**src/inc/mrs_pkg.sv**
```systemverilog
// Constants, types and helpers shared by the Modbus RTU slave engine
// How it works
// [RULE1] Serial characters are 8 data bits, no parity, one stop bit, nothing else.
// [RULE2] Baud selector holds codes 3 to 10 for 1200 up to 115200 bit/s.
// [RULE3] Function codes 01 to 06, 0F, 10 and vendor code 46 are serviced.
// [RULE4] Refused requests answer own address, function code with 0x80 set, exception code.
// [RULE5] Exception codes: 01 function, 02 address, 03 value, 04 host timeout.
// [RULE6] Frames whose CRC does not match are dropped without any reply; the code drops them only while the CRC-check coil is on.
// [RULE7] CRC-check coil: FF00 enables, 0000 disables; disabled after factory default.
// [RULE8] Slave address holds 1 to 247; only frames with matching address are answered.
// [RULE9] Coils use 01/05/0F, inputs 02, input registers 04, holding registers 03/06/10.
// [RULE10] The address carried in a request is the element number minus one.
// [RULE11] Inputs and input registers are read only; coils and holding registers read-write; the code leaves firmware, name and reset-status read only.
// [RULE12] Protocol coil: FF00 selects RTU, 0000 selects the ASCII command protocol.
// [RULE13] Writing FF00 to the factory coil reloads all parameters with defaults.
// [RULE14] Writing FF00 to the reboot coil restarts the module as at power-on; the code clears coils and sets the reset-status bit, keeping configuration.
// [RULE15] Reset-status bit reads 1 on the first read after power-up, then 0.
// [RULE16] Firmware version and module name are read-only 32-bit register pairs.
// [RULE17] Indicator bit 1 selects output LED lit or dark while output active.
// [RULE18] Indicator bit 0 selects input LED lit or dark while input active.
// [RULE19] Active-level bit 0 sets active input polarity; an open input is inactive.
// [RULE20] Active-level bit 1 sets the value driven for an active output.
// [RULE21] A line silence of 3.5 character times ends a request frame.
package mrs_pkg;
	localparam int          CLK_HZ      = 10_000_000;
	localparam int          NCH         = 8;
	localparam int          CH_W        = $clog2(NCH);
	localparam int          RX_DEPTH    = 48;
	localparam int          BAUD_TAB [3:10] = '{1200, 2400, 4800, 9600, 19200, 38400, 57600,
		115200};
	localparam logic [15:0] MAX_BITS    = 16'h0040;
	localparam logic [15:0] MAX_REGS    = 16'h0010;
	localparam logic [18:0] GAP_BITS    = 19'h00023; // 3.5 characters of 10 bits each
	localparam logic [15:0] CRC_INIT    = 16'hFFFF;
	localparam logic [15:0] CRC_POLY    = 16'hA001;
	localparam logic [7:0]  FC_RD_COIL  = 8'h01;
	localparam logic [7:0]  FC_RD_DI    = 8'h02;
	localparam logic [7:0]  FC_RD_HR    = 8'h03;
	localparam logic [7:0]  FC_RD_IR    = 8'h04;
	localparam logic [7:0]  FC_WR_COIL  = 8'h05;
	localparam logic [7:0]  FC_WR_HR    = 8'h06;
	localparam logic [7:0]  FC_WR_COILS = 8'h0F;
	localparam logic [7:0]  FC_WR_HRS   = 8'h10;
	localparam logic [7:0]  FC_VENDOR   = 8'h46;
	localparam logic [7:0]  SUB_NAME    = 8'h00;
	localparam logic [7:0]  EXC_FLAG    = 8'h80;
	localparam logic [7:0]  EX_FUNC     = 8'h01;
	localparam logic [7:0]  EX_ADDR     = 8'h02;
	localparam logic [7:0]  EX_VAL      = 8'h03;
	localparam logic [7:0]  EX_HOST_TMO = 8'h04;
	localparam logic [15:0] COIL_ON     = 16'hFF00;
	localparam logic [15:0] COIL_OFF    = 16'h0000;
	localparam logic [15:0] HR_BASE     = 16'h9C40;
	localparam logic [15:0] A_PROTO     = 16'h0101 - 16'h0001;
	localparam logic [15:0] A_FACT      = 16'h0110 - 16'h0001;
	localparam logic [15:0] A_RSTF      = 16'h0111 - 16'h0001;
	localparam logic [15:0] A_CRC       = 16'h08A0 - 16'h0001;
	localparam logic [15:0] A_REBOOT    = 16'h08A2 - 16'h0001;
	localparam logic [15:0] A_FW        = 16'h9E21 - HR_BASE - 16'h0001;
	localparam logic [15:0] A_NAME      = 16'h9E23 - HR_BASE - 16'h0001;
	localparam logic [15:0] A_ADDR      = 16'h9E25 - HR_BASE - 16'h0001;
	localparam logic [15:0] A_BAUD      = 16'h9E26 - HR_BASE - 16'h0001;
	localparam logic [15:0] A_LED       = 16'hA4D9 - HR_BASE - 16'h0001;
	localparam logic [15:0] A_LVL       = 16'hA4E1 - HR_BASE - 16'h0001;
	localparam logic [7:0]  ADDR_MIN    = 8'h01;
	localparam logic [7:0]  ADDR_MAX    = 8'hF7;
	localparam logic [3:0]  BAUD_MIN    = 4'h3;
	localparam logic [3:0]  BAUD_MAX    = 4'hA;

	typedef enum logic [2:0] {
		S_IDLE = 3'h0,
		S_CHK  = 3'h1,
		S_WR   = 3'h2,
		S_TX   = 3'h3
	} mrs_state_e;

	typedef struct packed {
		logic       rtu;
		logic       crc_en;
		logic [7:0] addr;
		logic [3:0] baud;
		logic [1:0] led;
		logic [1:0] lvl;
	} mrs_cfg_s;

	localparam mrs_cfg_s CFG_DEF = '{rtu: 1'h1, crc_en: 1'h0, addr: 8'h01, baud: 4'h6,
		led: 2'h3, lvl: 2'h3};

	typedef struct packed {
		mrs_state_e                 st;
		logic [13:0]                rx_cnt;
		logic [3:0]                 rx_bit;
		logic                       rx_busy;
		logic [7:0]                 rx_sh;
		logic [18:0]                gap;
		logic [RX_DEPTH-1:0][7:0]   rbuf;
		logic [5:0]                 rx_len;
		logic                       rx_ovf;
		logic [15:0]                rx_crc;
		logic [13:0]                tx_cnt;
		logic [3:0]                 tx_bit;
		logic                       tx_busy;
		logic [8:0]                 tx_sh;
		logic [7:0]                 tx_idx;
		logic [15:0]                tx_crc;
		logic [7:0]                 idx;
		logic [7:0]                 exc;
		logic                       rd_rst;
		logic                       reboot;
		mrs_cfg_s                   cfg;
		logic [3:0]                 baud_live;
		logic                       rst_flag;
		logic [NCH-1:0]             coil;
		logic                       txd;
		logic [NCH-1:0]             dout_pin;
		logic [NCH-1:0]             dout_led;
		logic [NCH-1:0]             din_led;
	} mrs_state_s;

	function automatic logic [13:0] baud_div(input int clk_hz, input logic [3:0] code);
		logic [3:0] c;
		c = (code < BAUD_MIN || code > BAUD_MAX) ? CFG_DEF.baud : code;
		return 14'(clk_hz / BAUD_TAB[c]);
	endfunction

	function automatic logic [15:0] crc_upd(input logic [15:0] c, input logic [7:0] b);
		logic [15:0] r;
		r = c ^ {8'h00, b};
		for (int i = 0; i < 8; i++)
			r = r[0] ? ((r >> 1) ^ CRC_POLY) : (r >> 1);
		return r;
	endfunction
endpackage

```
**src/hdl/mrs_slave.sv**
```systemverilog
// Modbus RTU slave engine: serial framing, request decode, register map and reply
`timescale 1ns/10ps
`default_nettype none
module mrs_slave #(
	parameter int          CLK_HZ      = mrs_pkg::CLK_HZ, // Bit-timing reference
	parameter logic [31:0] FW_VERSION  = 32'h0001_0000, // Arbitrary value
	parameter logic [31:0] MODULE_NAME = 32'h0000_5A5A  // Arbitrary value
) (
	input  wire logic                    mclk_i,
	input  wire logic                    rst_i,
	input  wire logic                    rxd_i,
	input  wire logic [mrs_pkg::NCH-1:0] din_i,
	input  wire logic [mrs_pkg::NCH-1:0] din_open_i,
	output logic                         txd_o,
	output logic [mrs_pkg::NCH-1:0]      dout_o,
	output logic [mrs_pkg::NCH-1:0]      dout_led_o,
	output logic [mrs_pkg::NCH-1:0]      din_led_o,
	output logic                         rtu_sel_o
);
	mrs_pkg::mrs_state_s q;
	mrs_pkg::mrs_state_s d;

	logic [7:0]              fc;
	logic [15:0]             start;
	logic [15:0]             qty;
	logic [15:0]             elem;
	logic [5:0]              wi;
	logic [15:0]             wval;
	logic [mrs_pkg::NCH-1:0] act_in;
	logic                    is_bits;
	logic                    is_regs;
	logic [15:0]             exp_len;
	logic [7:0]              rlen;
	logic [7:0]              tx_byte;
	logic [13:0]             div;
	logic [18:0]             gap_lim;
	logic                    fend;

	assign fc    = q.rbuf[1];
	assign start = {q.rbuf[2], q.rbuf[3]};
	assign qty   = (fc == mrs_pkg::FC_WR_COIL || fc == mrs_pkg::FC_WR_HR) ? 16'h0001
		: {q.rbuf[4], q.rbuf[5]};
	assign elem  = start + {8'h00, q.idx};
	assign wi    = (fc == mrs_pkg::FC_WR_HRS) ? 6'(7 + 2 * int'(q.idx)) : 6'(7 + int'(q.idx[7:3]));
	assign wval  = (fc == mrs_pkg::FC_WR_COIL || fc == mrs_pkg::FC_WR_HR)
		? {q.rbuf[4], q.rbuf[5]}
		: (fc == mrs_pkg::FC_WR_COILS)
		? (q.rbuf[wi][q.idx[2:0]] ? mrs_pkg::COIL_ON : mrs_pkg::COIL_OFF)
		: {q.rbuf[wi], q.rbuf[6'(wi + 6'h01)]};
	// An open input never counts as active, whatever the polarity
	assign act_in = ~din_open_i & ~(din_i ^ {mrs_pkg::NCH{q.cfg.lvl[0]}}); // [RULE19]
	assign is_bits = fc == mrs_pkg::FC_RD_COIL || fc == mrs_pkg::FC_RD_DI
		|| fc == mrs_pkg::FC_WR_COILS;
	assign is_regs = fc == mrs_pkg::FC_RD_HR || fc == mrs_pkg::FC_RD_IR
		|| fc == mrs_pkg::FC_WR_HRS;
	assign exp_len = (fc == mrs_pkg::FC_WR_COILS) ? 16'h0009 + ((qty + 16'h0007) >> 3)
		: (fc == mrs_pkg::FC_WR_HRS) ? 16'h0009 + (qty << 1)
		: (fc == mrs_pkg::FC_VENDOR) ? 16'h0005 : 16'h0008;
	// Reply length without the two CRC bytes
	assign rlen = (q.exc != 8'h00) ? 8'h03
		: (fc == mrs_pkg::FC_RD_COIL || fc == mrs_pkg::FC_RD_DI)
		? 8'(16'h0003 + ((qty + 16'h0007) >> 3))
		: (fc == mrs_pkg::FC_RD_HR || fc == mrs_pkg::FC_RD_IR) ? 8'(16'h0003 + (qty << 1))
		: (fc == mrs_pkg::FC_VENDOR) ? 8'h07 : 8'h06;
	assign div     = mrs_pkg::baud_div(CLK_HZ, q.baud_live);
	assign gap_lim = 19'(mrs_pkg::GAP_BITS * {5'h00, div}); // [RULE21]
	assign fend    = q.gap == gap_lim && (q.rx_len != 6'h00 || q.rx_ovf); // [RULE21]

	function automatic logic elem_valid(input logic [7:0] f, input logic [15:0] e);
		case (f)
			mrs_pkg::FC_RD_COIL:
				return e < 16'(mrs_pkg::NCH) || e == mrs_pkg::A_PROTO || e == mrs_pkg::A_RSTF
					|| e == mrs_pkg::A_CRC;
			mrs_pkg::FC_WR_COIL, mrs_pkg::FC_WR_COILS:
				return e < 16'(mrs_pkg::NCH) || e == mrs_pkg::A_PROTO || e == mrs_pkg::A_FACT
					|| e == mrs_pkg::A_CRC || e == mrs_pkg::A_REBOOT;
			mrs_pkg::FC_RD_DI:
				return e < 16'(mrs_pkg::NCH);
			mrs_pkg::FC_RD_IR:
				return e == 16'h0000;
			mrs_pkg::FC_RD_HR:
				return (e >= mrs_pkg::A_FW && e <= mrs_pkg::A_BAUD) || e == mrs_pkg::A_LED
					|| e == mrs_pkg::A_LVL;
			mrs_pkg::FC_WR_HR, mrs_pkg::FC_WR_HRS:
				return e == mrs_pkg::A_ADDR || e == mrs_pkg::A_BAUD || e == mrs_pkg::A_LED
					|| e == mrs_pkg::A_LVL; // [RULE11] [RULE16]
			default:
				return 1'h0;
		endcase
	endfunction

	function automatic logic val_ok(input logic [7:0] f, input logic [15:0] e,
		input logic [15:0] v);
		if (f == mrs_pkg::FC_WR_COIL)
			return v == mrs_pkg::COIL_ON || v == mrs_pkg::COIL_OFF;
		if (f == mrs_pkg::FC_WR_HR || f == mrs_pkg::FC_WR_HRS)
		begin
			if (e == mrs_pkg::A_ADDR)
				return v >= {8'h00, mrs_pkg::ADDR_MIN} && v <= {8'h00, mrs_pkg::ADDR_MAX}; // [RULE8]
			if (e == mrs_pkg::A_BAUD)
				return v >= {12'h000, mrs_pkg::BAUD_MIN} && v <= {12'h000, mrs_pkg::BAUD_MAX}; // [RULE2]
		end
		return 1'h1;
	endfunction

	function automatic logic bit_rd(input logic [7:0] f, input logic [15:0] e,
		input mrs_pkg::mrs_state_s s, input logic [mrs_pkg::NCH-1:0] ai);
		if (f == mrs_pkg::FC_RD_DI)
			return ai[e[mrs_pkg::CH_W-1:0]];
		if (e == mrs_pkg::A_PROTO)
			return s.cfg.rtu;
		if (e == mrs_pkg::A_RSTF)
			return s.rst_flag; // [RULE15]
		if (e == mrs_pkg::A_CRC)
			return s.cfg.crc_en;
		return s.coil[e[mrs_pkg::CH_W-1:0]];
	endfunction

	function automatic logic [15:0] reg_rd(input logic [7:0] f, input logic [15:0] e,
		input mrs_pkg::mrs_state_s s, input logic [mrs_pkg::NCH-1:0] ai);
		if (f == mrs_pkg::FC_RD_IR)
			return 16'(ai);
		case (e)
			mrs_pkg::A_FW:                 return FW_VERSION[31:16]; // [RULE16]
			mrs_pkg::A_FW + 16'h0001:      return FW_VERSION[15:0];
			mrs_pkg::A_NAME:               return MODULE_NAME[31:16];
			mrs_pkg::A_NAME + 16'h0001:    return MODULE_NAME[15:0];
			mrs_pkg::A_ADDR:               return {8'h00, s.cfg.addr};
			mrs_pkg::A_BAUD:               return {12'h000, s.cfg.baud};
			mrs_pkg::A_LED:                return {14'h0000, s.cfg.led};
			default:                       return {14'h0000, s.cfg.lvl};
		endcase
	endfunction

	// Reply byte at position tx_idx: address, function code and write echoes from the request buffer, read data from the register map
	always_comb
	begin
		logic [7:0]  k;
		logic [15:0] off;
		k   = q.tx_idx - 8'h03;
		off = 16'h0000;
		tx_byte = 8'h00;
		if (q.tx_idx == 8'h00)
			tx_byte = q.rbuf[0];
		else if (q.tx_idx == 8'h01)
			tx_byte = (q.exc != 8'h00) ? (fc | mrs_pkg::EXC_FLAG) : fc; // [RULE4]
		else if (q.exc != 8'h00)
			tx_byte = q.exc; // [RULE4] [RULE5]
		else if (fc == mrs_pkg::FC_VENDOR)
			tx_byte = (q.tx_idx == 8'h02) ? mrs_pkg::SUB_NAME : MODULE_NAME[8'(8'h06 - q.tx_idx)*8 +: 8];
		else if (!(fc == mrs_pkg::FC_RD_COIL || fc == mrs_pkg::FC_RD_DI || fc == mrs_pkg::FC_RD_HR
			|| fc == mrs_pkg::FC_RD_IR))
			tx_byte = q.rbuf[q.tx_idx[5:0]];
		else if (q.tx_idx == 8'h02)
			tx_byte = rlen - 8'h03;
		else if (fc == mrs_pkg::FC_RD_COIL || fc == mrs_pkg::FC_RD_DI)
		begin
			for (int j = 0; j < 8; j++)
			begin
				off = {5'h00, k, 3'(j)};
				tx_byte[j] = (off < qty) && bit_rd(fc, start + off, q, act_in);
			end
		end
		else
		begin
			off = reg_rd(fc, start + {9'h000, k[7:1]}, q, act_in);
			tx_byte = k[0] ? off[7:0] : off[15:8];
		end
	end

	always_comb
	begin
		logic [7:0] b;
		b = 8'h00;
		d = q;
		// Receiver: mid-bit sampling, 8N1 only
		if (!q.rx_busy)
		begin
			if (!rxd_i)
			begin
				d.rx_busy = 1'h1;
				d.rx_cnt  = div >> 1;
				d.rx_bit  = 4'h0;
			end
		end
		else if (q.rx_cnt != 14'h0000)
			d.rx_cnt = q.rx_cnt - 14'h0001;
		else
		begin
			d.rx_cnt = div - 14'h0001;
			d.rx_bit = q.rx_bit + 4'h1;
			if (q.rx_bit == 4'h0 && rxd_i)
				d.rx_busy = 1'h0;
			else if (q.rx_bit >= 4'h1 && q.rx_bit <= 4'h8)
				d.rx_sh = {rxd_i, q.rx_sh[7:1]}; // [RULE1]
			else if (q.rx_bit == 4'h9)
			begin
				d.rx_busy = 1'h0;
				// A bad stop bit or a byte arriving while busy spoils the whole frame
				if (!rxd_i || q.st != mrs_pkg::S_IDLE || q.rx_len == 6'(mrs_pkg::RX_DEPTH)) // [RULE1]
					d.rx_ovf = 1'h1;
				else
				begin
					d.rbuf[q.rx_len] = q.rx_sh;
					d.rx_len = q.rx_len + 6'h01;
					d.rx_crc = mrs_pkg::crc_upd(q.rx_crc, q.rx_sh);
				end
			end
		end
		if (q.rx_busy || !rxd_i)
			d.gap = 19'h00000;
		else if (q.gap != gap_lim)
			d.gap = q.gap + 19'h00001; // [RULE21]

		case (q.st)
			mrs_pkg::S_IDLE:
			begin
				if (fend)
				begin
					d.rx_len = 6'h00;
					d.rx_ovf = 1'h0;
					d.rx_crc = mrs_pkg::CRC_INIT;
					d.idx    = 8'h00;
					d.exc    = 8'h00;
					d.rd_rst = 1'h0;
					// CRC over the frame including its own CRC leaves zero when intact
					if (!q.rx_ovf && q.rx_len >= 6'h04 && q.cfg.rtu // [RULE12]
						&& q.rbuf[0] == q.cfg.addr // [RULE8]
						&& !(q.cfg.crc_en && q.rx_crc != 16'h0000)) // [RULE6] [RULE7]
					begin
						d.st = mrs_pkg::S_CHK;
						if (!(fc inside {mrs_pkg::FC_RD_COIL, mrs_pkg::FC_RD_DI, mrs_pkg::FC_RD_HR,
							mrs_pkg::FC_RD_IR, mrs_pkg::FC_WR_COIL, mrs_pkg::FC_WR_HR,
							mrs_pkg::FC_WR_COILS, mrs_pkg::FC_WR_HRS, mrs_pkg::FC_VENDOR})) // [RULE3]
							d.exc = mrs_pkg::EX_FUNC; // [RULE5]
						else if (fc == mrs_pkg::FC_VENDOR && q.rbuf[2] != mrs_pkg::SUB_NAME)
							d.exc = mrs_pkg::EX_FUNC;
						else if ((is_bits && (qty == 16'h0000 || qty > mrs_pkg::MAX_BITS))
							|| (is_regs && (qty == 16'h0000 || qty > mrs_pkg::MAX_REGS))
							|| exp_len != {10'h000, q.rx_len}
							|| ((fc == mrs_pkg::FC_WR_COILS || fc == mrs_pkg::FC_WR_HRS)
							&& {8'h00, q.rbuf[6]} != exp_len - 16'h0009))
							d.exc = mrs_pkg::EX_VAL;
					end
				end
			end
			mrs_pkg::S_CHK:
			begin
				d.idx = q.idx + 8'h01;
				if (q.exc != 8'h00 || fc == mrs_pkg::FC_VENDOR)
					d.st = mrs_pkg::S_TX;
				else if (!elem_valid(fc, elem)) // [RULE9] [RULE10] [RULE11]
				begin
					d.exc = mrs_pkg::EX_ADDR;
					d.st  = mrs_pkg::S_TX;
				end
				else if (!val_ok(fc, elem, wval))
				begin
					d.exc = mrs_pkg::EX_VAL;
					d.st  = mrs_pkg::S_TX;
				end
				else
				begin
					if (fc == mrs_pkg::FC_RD_COIL && elem == mrs_pkg::A_RSTF)
						d.rd_rst = 1'h1; // [RULE15]
					if ({8'h00, q.idx} == qty - 16'h0001)
					begin
						d.idx = 8'h00;
						d.st  = (fc inside {mrs_pkg::FC_WR_COIL, mrs_pkg::FC_WR_HR,
							mrs_pkg::FC_WR_COILS, mrs_pkg::FC_WR_HRS}) ? mrs_pkg::S_WR
							: mrs_pkg::S_TX;
					end
				end
			end
			mrs_pkg::S_WR:
			begin
				d.idx = q.idx + 8'h01;
				if (fc == mrs_pkg::FC_WR_COIL || fc == mrs_pkg::FC_WR_COILS)
				begin
					if (elem < 16'(mrs_pkg::NCH))
						d.coil[elem[mrs_pkg::CH_W-1:0]] = wval == mrs_pkg::COIL_ON; // [RULE11]
					else if (elem == mrs_pkg::A_PROTO)
						d.cfg.rtu = wval == mrs_pkg::COIL_ON; // [RULE12]
					else if (elem == mrs_pkg::A_CRC)
						d.cfg.crc_en = wval == mrs_pkg::COIL_ON; // [RULE7]
					else if (elem == mrs_pkg::A_FACT && wval == mrs_pkg::COIL_ON)
						d.cfg = mrs_pkg::CFG_DEF; // [RULE13] [RULE7]
					else if (elem == mrs_pkg::A_REBOOT && wval == mrs_pkg::COIL_ON)
						d.reboot = 1'h1; // [RULE14]
				end
				else if (elem == mrs_pkg::A_ADDR)
					d.cfg.addr = wval[7:0]; // [RULE8]
				else if (elem == mrs_pkg::A_BAUD)
					d.cfg.baud = wval[3:0]; // [RULE2]
				else if (elem == mrs_pkg::A_LED)
					d.cfg.led = wval[1:0];
				else
					d.cfg.lvl = wval[1:0];
				if ({8'h00, q.idx} == qty - 16'h0001)
					d.st = mrs_pkg::S_TX;
			end
			mrs_pkg::S_TX:
			begin
				if (!q.tx_busy)
				begin
					if (q.tx_idx == rlen + 8'h02)
					begin
						d.st     = mrs_pkg::S_IDLE;
						d.tx_idx = 8'h00;
						d.tx_crc = mrs_pkg::CRC_INIT;
						// Baud change waits until the reply has gone out at the old rate
						d.baud_live = q.cfg.baud; // [RULE2]
						if (q.rd_rst)
							d.rst_flag = 1'h0; // [RULE15]
						if (q.reboot)
						begin
							d.reboot   = 1'h0;
							d.coil     = '0; // [RULE14]
							d.rst_flag = 1'h1;
						end
					end
					else
					begin
						if (q.tx_idx < rlen)
						begin
							b = tx_byte;
							d.tx_crc = mrs_pkg::crc_upd(q.tx_crc, tx_byte);
						end
						else
							b = (q.tx_idx == rlen) ? q.tx_crc[7:0] : q.tx_crc[15:8];
						d.tx_idx  = q.tx_idx + 8'h01;
						d.tx_busy = 1'h1;
						d.tx_sh   = {1'h1, b};
						d.txd     = 1'h0;
						d.tx_cnt  = div - 14'h0001;
						d.tx_bit  = 4'h0;
					end
				end
			end
			default:
				d.st = mrs_pkg::S_IDLE;
		endcase

		// Transmitter: start, 8 data bits LSB first, one stop bit
		if (q.tx_busy)
		begin
			if (q.tx_cnt != 14'h0000)
				d.tx_cnt = q.tx_cnt - 14'h0001;
			else
			begin
				d.tx_cnt = div - 14'h0001;
				d.tx_bit = q.tx_bit + 4'h1;
				if (q.tx_bit == 4'h9)
					d.tx_busy = 1'h0;
				else
				begin
					d.txd   = q.tx_sh[0]; // [RULE1]
					d.tx_sh = {1'h1, q.tx_sh[8:1]};
				end
			end
		end

		d.din_led  = q.cfg.led[0] ? act_in : ~act_in; // [RULE18]
		d.dout_led = q.cfg.led[1] ? q.coil : ~q.coil; // [RULE17]
		d.dout_pin = q.cfg.lvl[1] ? q.coil : ~q.coil; // [RULE20]
	end

	always_ff @(posedge mclk_i)
	begin
		if (rst_i)
		begin
			q           <= '0;
			q.cfg       <= mrs_pkg::CFG_DEF;
			q.baud_live <= mrs_pkg::CFG_DEF.baud;
			q.rx_crc    <= mrs_pkg::CRC_INIT;
			q.tx_crc    <= mrs_pkg::CRC_INIT;
			q.txd       <= 1'h1;
			q.rst_flag  <= 1'h1;
		end
		else
			q <= d;
	end

	assign txd_o      = q.txd;
	assign dout_o     = q.dout_pin;
	assign dout_led_o = q.dout_led;
	assign din_led_o  = q.din_led;
	assign rtu_sel_o  = q.cfg.rtu;
endmodule
`default_nettype wire

```
**config.mk**
```make
export PLATFORM = sky130hd
export DESIGN_NAME = mrs_slave
export DESIGN_NICKNAME = d
export VERILOG_FILES = /design/src/inc/mrs_pkg.sv /design/src/hdl/mrs_slave.sv
export SDC_FILE = /design/constraint.sdc
export NUM_CORES = 2
export LEC_CHECK = 0
export BUFFER_PORTS_ARGS = -buffer_cell sky130_fd_sc_hd__buf_2
export CAP_MARGIN = 25
export CORE_ASPECT_RATIO = 0.8
export CORE_MARGIN = 2
export CORE_UTILIZATION = 55
export CTS_CLUSTER_SIZE = 20
export DETAILED_ROUTE_END_ITERATION = 12
export PLACE_DENSITY = 0.74
export SETUP_SLACK_MARGIN = 0.5
export SLEW_MARGIN = 10
export SYNTH_ARGS = -nofsm -noshare
export SYNTH_HDL_FRONTEND = slang
export SYNTH_SLANG_ARGS = --single-unit
```
**constraint.sdc**
```tcl
create_clock -name mclk_i -period 89.1 [get_ports mclk_i]
set_input_delay 8.91 -clock mclk_i [delete_from_list [all_inputs] [get_ports mclk_i]]
set_output_delay 8.91 -clock mclk_i [all_outputs]
set_load 0.02 [all_outputs]
```
* After elaboration in Yosys (flattened, before gate mapping)
Memory sizes are Yosys's and may differ from the RTL's. Index checks and enable logic that the tools add are counted.
Storage, ports and cells: register bits after elaboration 582, memory bits (read-only) 512, input port bits 19, word-level logic and storage cells 993, memories 1
Memory list:
- (no name shown) | depth 16, bits a word 32, rd ports 1, clocked after Yosys merged registers in 0, write ports 0, RTL line mrs_pkg.sv:123 | return 14'(clk_hz / BAUD_TAB[c]);
Cells by class: add/subtract/negate cells 33, multipliers 1, div/mod/pow operators 1, order comparisons 40, equal/unequal tests 98, shifts and indexed selects 1, multiplexer cells 594, bitwise operators 32, reduce and logical (&&, ||, !) cells 112
Operators by type and width (count):
- 16-bit 2-to-1 mux | 28
- 1-bit 2-to-1 mux | 446
- 16-bit by 9-bit == test with 1-bit output (second input constant) | 27
- 384-bit bitwise mux | 1
- 8-bit 2-to-1 mux | 37
- 16-bit by 12-bit == test with 1-bit output (second input constant) | 13
- 23-bit 2-to-1 mux | 7
- 8-bit binary-select mux with 6-bit select | 3
- 16-bit by 11-bit adder with 16-bit output | 8
- 11-bit by 16-bit less-than comparator with 1-bit output | 8
- 52-bit 2-to-1 mux | 2
- 18-bit 2-to-1 mux | 5
- 15-bit case mux with 6 select lines | 1
- 32-bit 2-to-1 mux | 2
- 19-bit 2-to-1 mux | 3
- 28-bit 2-to-1 mux | 2
- 1-bit binary-select mux with 3-bit select | 17
- 17-bit 2-to-1 mux | 3
- 8-bit demux with 6-bit select | 1
- 16-bit logical NOT | 3
- 2-bit inverter with 3-bit output | 16
- 2-bit != test (second input constant) | 22
- 14-bit 2-to-1 mux | 3
- 14-bit by 1-bit subtractor with 14-bit output (second input constant) | 3
- 105 further kinds | 251

* Depth between registers and ports, before layout
depth after elaboration 79, depth in mapped cells 334

* Worst setup path before layout
Ideal clock, no wire load.
path kind register to register, from register q[36] (netlist bit), to register q[73] (netlist bit), library setup time 0.058 ns, data arrival time 56.375 ns, setup slack 32.667 ns, cell stages (with the launch flop) 312, path buffers 39, cell sequence dfxtp_1 and4bb_1 inv_2 buf_2 clkbuf_1 clkbuf_1 clkbuf_1 buf_1 clkbuf_1 clkbuf_1 buf_1 clkbuf_1 fa_1 xnor2_1 nor2_1 a21oi_1 o311ai_0 and2_1 [276 not listed] a21oi_1 o21bai_1 a21o_1 a21o_1 a21o_1 a21oi_1 o21ai_0 a21o_1 a21oi_1 xnor2_1 xnor2_1 or4_1 buf_1 nor4_1 nand3_1 and3_1 nor4b_1 o21a_1
Between the ends: word-level cells in the longest chain between the ends 13
RTL lines:
- start, declared | RTL line mrs_slave.sv:20 | mrs_pkg::mrs_state_s q;
- 4-bit by 2-bit less-than comparator with 1-bit output or 4-bit > comparator (tied branches) | RTL line mrs_pkg.sv:122 | c = (code < BAUD_MIN || code > BAUD_MAX) ? CFG_DEF.baud : code;
- 1-bit logical OR | RTL line mrs_pkg.sv:122
- 4-bit 2-to-1 mux * | RTL line mrs_pkg.sv:122
- 4-bit inverter with 5-bit output (implied by the code) * | RTL line mrs_pkg.sv:123
- memory 16 x 32 bit *
- 32-bit 2-to-1 mux (implied by the code) * (2 in a row) | RTL line mrs_pkg.sv:123
- 25-bit by 32-bit divider with 32-bit output * | RTL line mrs_pkg.sv:123
- 6-bit by 14-bit multiplier with 19-bit output * | RTL line mrs_slave.sv:66 | assign gap_lim = 19'(mrs_pkg::GAP_BITS * {5'h00, div});
- 19-bit == test * | RTL line mrs_slave.sv:67 | assign fend = q.gap == gap_lim && (q.rx_len != 6'h00 || q.rx_ovf);
- 1-bit logical AND * | RTL line mrs_slave.sv:67
- 2-bit != test (no source line) *
- 2-bit AND reduction (no source line) *
Mark *: on every way between the ends. The rest lies on a longest branch, timed or not. The select of a mux whose other input is x is not followed. A chain may end at the register's enable or synchronous reset.

* Worst setup path in the final report
from register q[35] (netlist bit), to register q[58] (netlist bit)
Between the ends: word-level cells in the longest chain between the ends 13
RTL lines (RTL line):
- 4-bit by 2-bit less-than comparator with 1-bit output or 4-bit > comparator (tied branches) | mrs_pkg.sv:122
- 1-bit logical OR | mrs_pkg.sv:122
- 4-bit 2-to-1 mux * | mrs_pkg.sv:122
- 4-bit inverter with 5-bit output (implied by the code) * | mrs_pkg.sv:123
- memory 16 x 32 bit *
- 32-bit 2-to-1 mux (implied by the code) * (2 in a row) | mrs_pkg.sv:123
- 25-bit by 32-bit divider with 32-bit output * | mrs_pkg.sv:123
- 6-bit by 14-bit multiplier with 19-bit output * | mrs_slave.sv:66
- 19-bit == test * | mrs_slave.sv:67
- 1-bit logical AND * | mrs_slave.sv:67
- 2-bit != test (no source line) *
- 4-bit AND reduction (no source line) *
Marked as above.

==> impl_table.tex <==
\begin{tabular}{lr}
\hline
Metric & Value \\
\hline
\multicolumn{2}{l}{\textbf{Pwr}} \\
\quad Pwr dens & 9.00 nW/µm² \\
\quad P\_int & 0.436 mW \\
\quad Combinational group share of total power & 6.2\% \\
\quad Clock Power Share & 48.9\% \\
\quad Peak VDD IR & 0.0155 mV \\
\quad Switching power share of the total & 25.6\% \\
\quad Power spent charging and discharging nets & 0.150 mW \\
\quad Design Power & 0.586 mW \\
\quad Sequential fraction of design power & between 40\% and 50\% \\
\quad Leakage power summed over all cells & 24.7 nW \\
\multicolumn{2}{l}{\textbf{STA}} \\
\quad Number of failing setup endpoints in the final timing report & 0 \\
\quad Ratio of final minimum period to clock period & 73.4\% \\
\quad Time the worst path needs with I/O delays and setup & 65400 ps \\
\quad Final number of max-transition violations & 0 \\
\quad Fin Clk Skew & 52.9 ps \\
\quad Normalized max-slew margin & approximately 18\% \\
\quad Peak Freq & 15.3 MHz \\
\quad Setup TNS & 0 ps \\
\quad Final count of hold timing violations & 0 \\
\quad RSZ-0062 raised after global routing & no \\
\quad Slew at the pin with the worst max-slew slack & about 1200 ps \\
\multicolumn{2}{l}{\textbf{Worst setup path}} \\
\quad Kind of cell with the highest combined delay on the critical path & compound AO/OA/AOI/OAI gates \\
\quad Dominant cell type by count on the critical path & sky130\_fd\_sc\_hd\_\_a21oi\_1 \\
\quad Worst Path Arrival & 65910 ps \\
\quad Worst-path fanout max & 42 \\
\quad Count of buffering cells on the critical path with inverters included & 15 \\
\quad Endpoint required time on the critical path & 89610 ps \\
\quad Stage delay of the slowest cell on the critical path & 1000 ps \\
\quad Number of stages on the worst setup path & 276 \\
\quad WS Path Type & reg -> reg \\
\quad Cell at the slowest stage of the critical path & sky130\_fd\_sc\_hd\_\_a21oi\_1 \\
\quad Path depth of the worst reg2reg path & 276 \\
\quad Crit end category & register \\
\quad Startpoint kind of the worst setup timing path & register \\
\multicolumn{2}{l}{\textbf{Logic synthesis}} \\
\quad Post-synthesis instance area & around 62000 µm² \\
\quad Primary FF master, synth & sky130\_fd\_sc\_hd\_\_dfxtp\_1 \\
\quad Unique masters post-synth & between 100 and 150 \\
\quad Sequential cell area fraction in the yosys report & 18.6\% \\
\quad FFs w/ async S/R, synth & 0\% \\
\quad YS warnings & 0 \\
\quad Total of flip-flops plus latches after synthesis & 575 \\
\quad Number of synthesized flops with an enable pin & 0 \\
\quad Mean instance size in the synthesized netlist & 7.38 µm² \\
\quad Cell taking the most area after synthesis & sky130\_fd\_sc\_hd\_\_dfxtp\_1 \\
\quad Post-synthesis cell count & around 8.4k \\
\quad Most repeated cell in the gate-level netlist after synthesis & sky130\_fd\_sc\_hd\_\_nand2\_1 \\
\quad Most frequent cells after synthesis & sky130\_fd\_sc\_hd\_\_nand2\_1 (1680), sky130\_fd\_sc\_hd\_\_a21oi\_1 (886), sky130\_fd\_sc\_hd\_\_nor2\_1 (579), sky130\_fd\_sc\_hd\_\_dfxtp\_1 (575), sky130\_fd\_sc\_hd\_\_clkbuf\_1 (387) \\
\quad Area fraction of the dominant cell type after synthesis & between 10\% and 20\% \\
\quad Most area-consuming cells after synthesis & sky130\_fd\_sc\_hd\_\_dfxtp\_1 (19\%), sky130\_fd\_sc\_hd\_\_nand2\_1 (10\%), sky130\_fd\_sc\_hd\_\_mux4\_2 (9.1\%), sky130\_fd\_sc\_hd\_\_ha\_1 (7.5\%), sky130\_fd\_sc\_hd\_\_a21oi\_1 (7.2\%) \\
\multicolumn{2}{l}{\textbf{GRT}} \\
\quad Maximum number of pins on one net before global-route repair & roughly 180 \\
\quad Wire length of the first global-routing pass & 364000 µm \\
\quad Antenna violations before repair & 8 \\
\quad Total gr overflow & 0 \\
\quad Global-route total usage across every layer & 40.5\% \\
\quad Number of global-route vias before repair & 59.1k \\
\multicolumn{2}{l}{\textbf{Clock tree}} \\
\quad TritonCTS Buffers & 59 \\
\quad Number of buffers between clock root and the deepest sink & 3 \\
\quad Clock tree from TritonCTS & yes \\
\quad Buffer count from post-CTS setup fixing & 0 \\
\quad Skew-Pair Late Insertion Delay & around 700 ps \\
\quad Quantity of gates resized following cts & 0 \\
\quad Clock transition at path regs & 70 ps \\
\quad Library cell used as clock root buffer & sky130\_fd\_sc\_hd\_\_clkbuf\_16 \\
\quad Cts-stage hold buffer count & 0 \\
\quad Number of sinks on the clock net & 575 \\
\quad CTS H-tree lvls & 2 \\
\multicolumn{2}{l}{\textbf{Die}} \\
\quad CORE AREA & $\sim$110000 µm² \\
\quad Cell Rows & 109 \\
\quad Ports placed on the boundary & 45 \\
\quad Width of the chip & 379 µm \\
\quad Die area & $\sim$120000 µm² \\
\quad Starting density of the core & 55.7\% \\
\quad Die height & 304 µm \\
\multicolumn{2}{l}{\textbf{Placed design}} \\
\quad GP Congestion & 1.05 \\
\quad Placed Instance Area & between 60000 and 70000 µm² \\
\quad Hpwl dp & 177000 µm \\
\quad Port Buf Inserts & 44 \\
\multicolumn{2}{l}{\textbf{Job}} \\
\quad Maximum capacitance violations & 0 \\
\multicolumn{2}{l}{\textbf{Finish}} \\
\quad Number of nets in the final layout & 8505 \\
\quad Post-route design area & 65100 µm² \\
\quad Proportion of layout cells with a drive suffix above 1 & 8.90\% \\
\quad Total of fill cells in the finished design & about 10k \\
\quad Layout-stage area growth over the synthesis result & 5.41\% \\
\multicolumn{2}{l}{\textbf{Detailed routing}} \\
\quad Number of detailed-route iterations in the first pass & 8 \\
\quad Total met2 wirelength after detailed routing & 92100 µm \\
\quad Sum of routed wire segments on met1 & 103000 µm \\
\quad Remaining routing DRC violations & 0 \\
\quad Overall routed net length & approximately 240000 µm \\
\quad Amount of wire on met3 after detailed routing & 39600 µm \\
\quad Top sig layer & met5 \\
\quad Total via count after detailed routing & roughly 66k \\
\quad Mean number of vias per cell & 6.88 \\
\quad DRC marker count from the first detailed-route iteration & a little over 10k \\
\quad Antenna-violating nets left & 0 \\
\quad Avg WL per Cell & 25.2 µm \\
\multicolumn{2}{l}{\textbf{Min path}} \\
\quad Classification of the worst-slack hold path & reg -> reg \\
\quad Hold Path Cell Cnt & 2 \\
\multicolumn{2}{l}{\textbf{Run status}} \\
\quad Result of the run & completed \\
\hline
\end{tabular}
-- path summary, 6_finish.rpt --
kind	startpoint	endpoint	slack (ps)
setup / recovery	q[35]	q[58]	23700
hold / removal	txd_o	txd_o	460
setup reg to reg	q[35]	q[58]	23700
hold reg to reg	txd_o	txd_o	460
-- power by group through the flow --
stage,Clock (mW),Combinational [mW],Sequential (mW)
2_1_floorplan,0,0.0252,0.268
3_3_place_gp,0,0.0346,0.269
3_5_place_dp,0,0.0353,0.269
4_1_cts,0.285,0.0353,0.263
5_1_grt,0.296,0.0392,0.263
6_report,0.286,0.0365,0.263
-- per-stage QoR --
stage / hold WS, ps / util, % / setup slack, ps / std cells
after CTS: 465 / 58.7 / 25390 / 9640
final: 459 / 58.7 / 23700 / 9651
after global placement: 452 / 56.7 / 27140 / 9527
after detailed placement: 455 / 56.7 / 25690 / 9529
after floorplan: 438 / - / 32670 / 8381
after global routing: 496 / 58.7 / 18760 / 9645
-- area by class of cell --
type	count	area (µm²)	area share, %
Multi-Input combinational cell	7082	47500	73.0
Sequential cell	575	11500	17.7
Tap cell	1498	1870	2.88
Clock buffer	77	1610	2.48
Timing Repair Buffer	159	1150	1.77
Inverter	220	833	1.28
Clock inverter	34	571	0.876
Antenna cell	6	15.0	0.0231
-- worst min-delay path: stages, from the launching register on --
cell and delay [ps]:
sky130_fd_sc_hd__dfxtp_1 310, sky130_fd_sc_hd__nand2_1 50, sky130_fd_sc_hd__o21ai_0 60
-- cell families after synthesis --
group,synth area share (%)
AOI/OAI and AO/OA,23.3
xor gates and xnor gates,7.44
adders and majority gates,8.10
buffers and inverters,4.68
DFF,18.6
muxes,12.0
other,0.00607
and+or+nand+nor,25.8
-- registers in the layout, indices dropped and copies added (netlist names) --
name and count:
txd_o 1, dout_o 8, rtu_sel_o 1, fc 8, din_led_o 8, dout_led_o 8, q 541
-- cells in the final DEF (no fill, tap or decap), drive strengths merged, types with 31 or more instances in the layout --
cell type  instances
a211oi            97
a21o             120
a21oi            888
a311oi            74
a31oi             87
and2             113
and3              70
buf              156
clkbuf            79
dfxtp            575
ha               371
inv              220
mux2              63
mux2i            112
mux4             249
nand2           1683
nand2b            84
nand3            308
nand4             76
nor2             580
nor2b             81
nor3             154
nor4              62
o211ai            88
o21a              90
o21ai            386
o21bai            31
o22ai             43
o31ai             46
or2               39
or3               73
or4               47
xnor2            294
xor2             231
-- routing by layer --
layer | vias up | track usage (%)
met3 | 610 | 14.9
met1 | 31400 | 60.2
met5 | - | 0.671
li1 | 29700 | -
met4 | 12 | 12.2
met2 | 4651 | 53.1
Note: power is estimated with default switching activity, not from simulation.
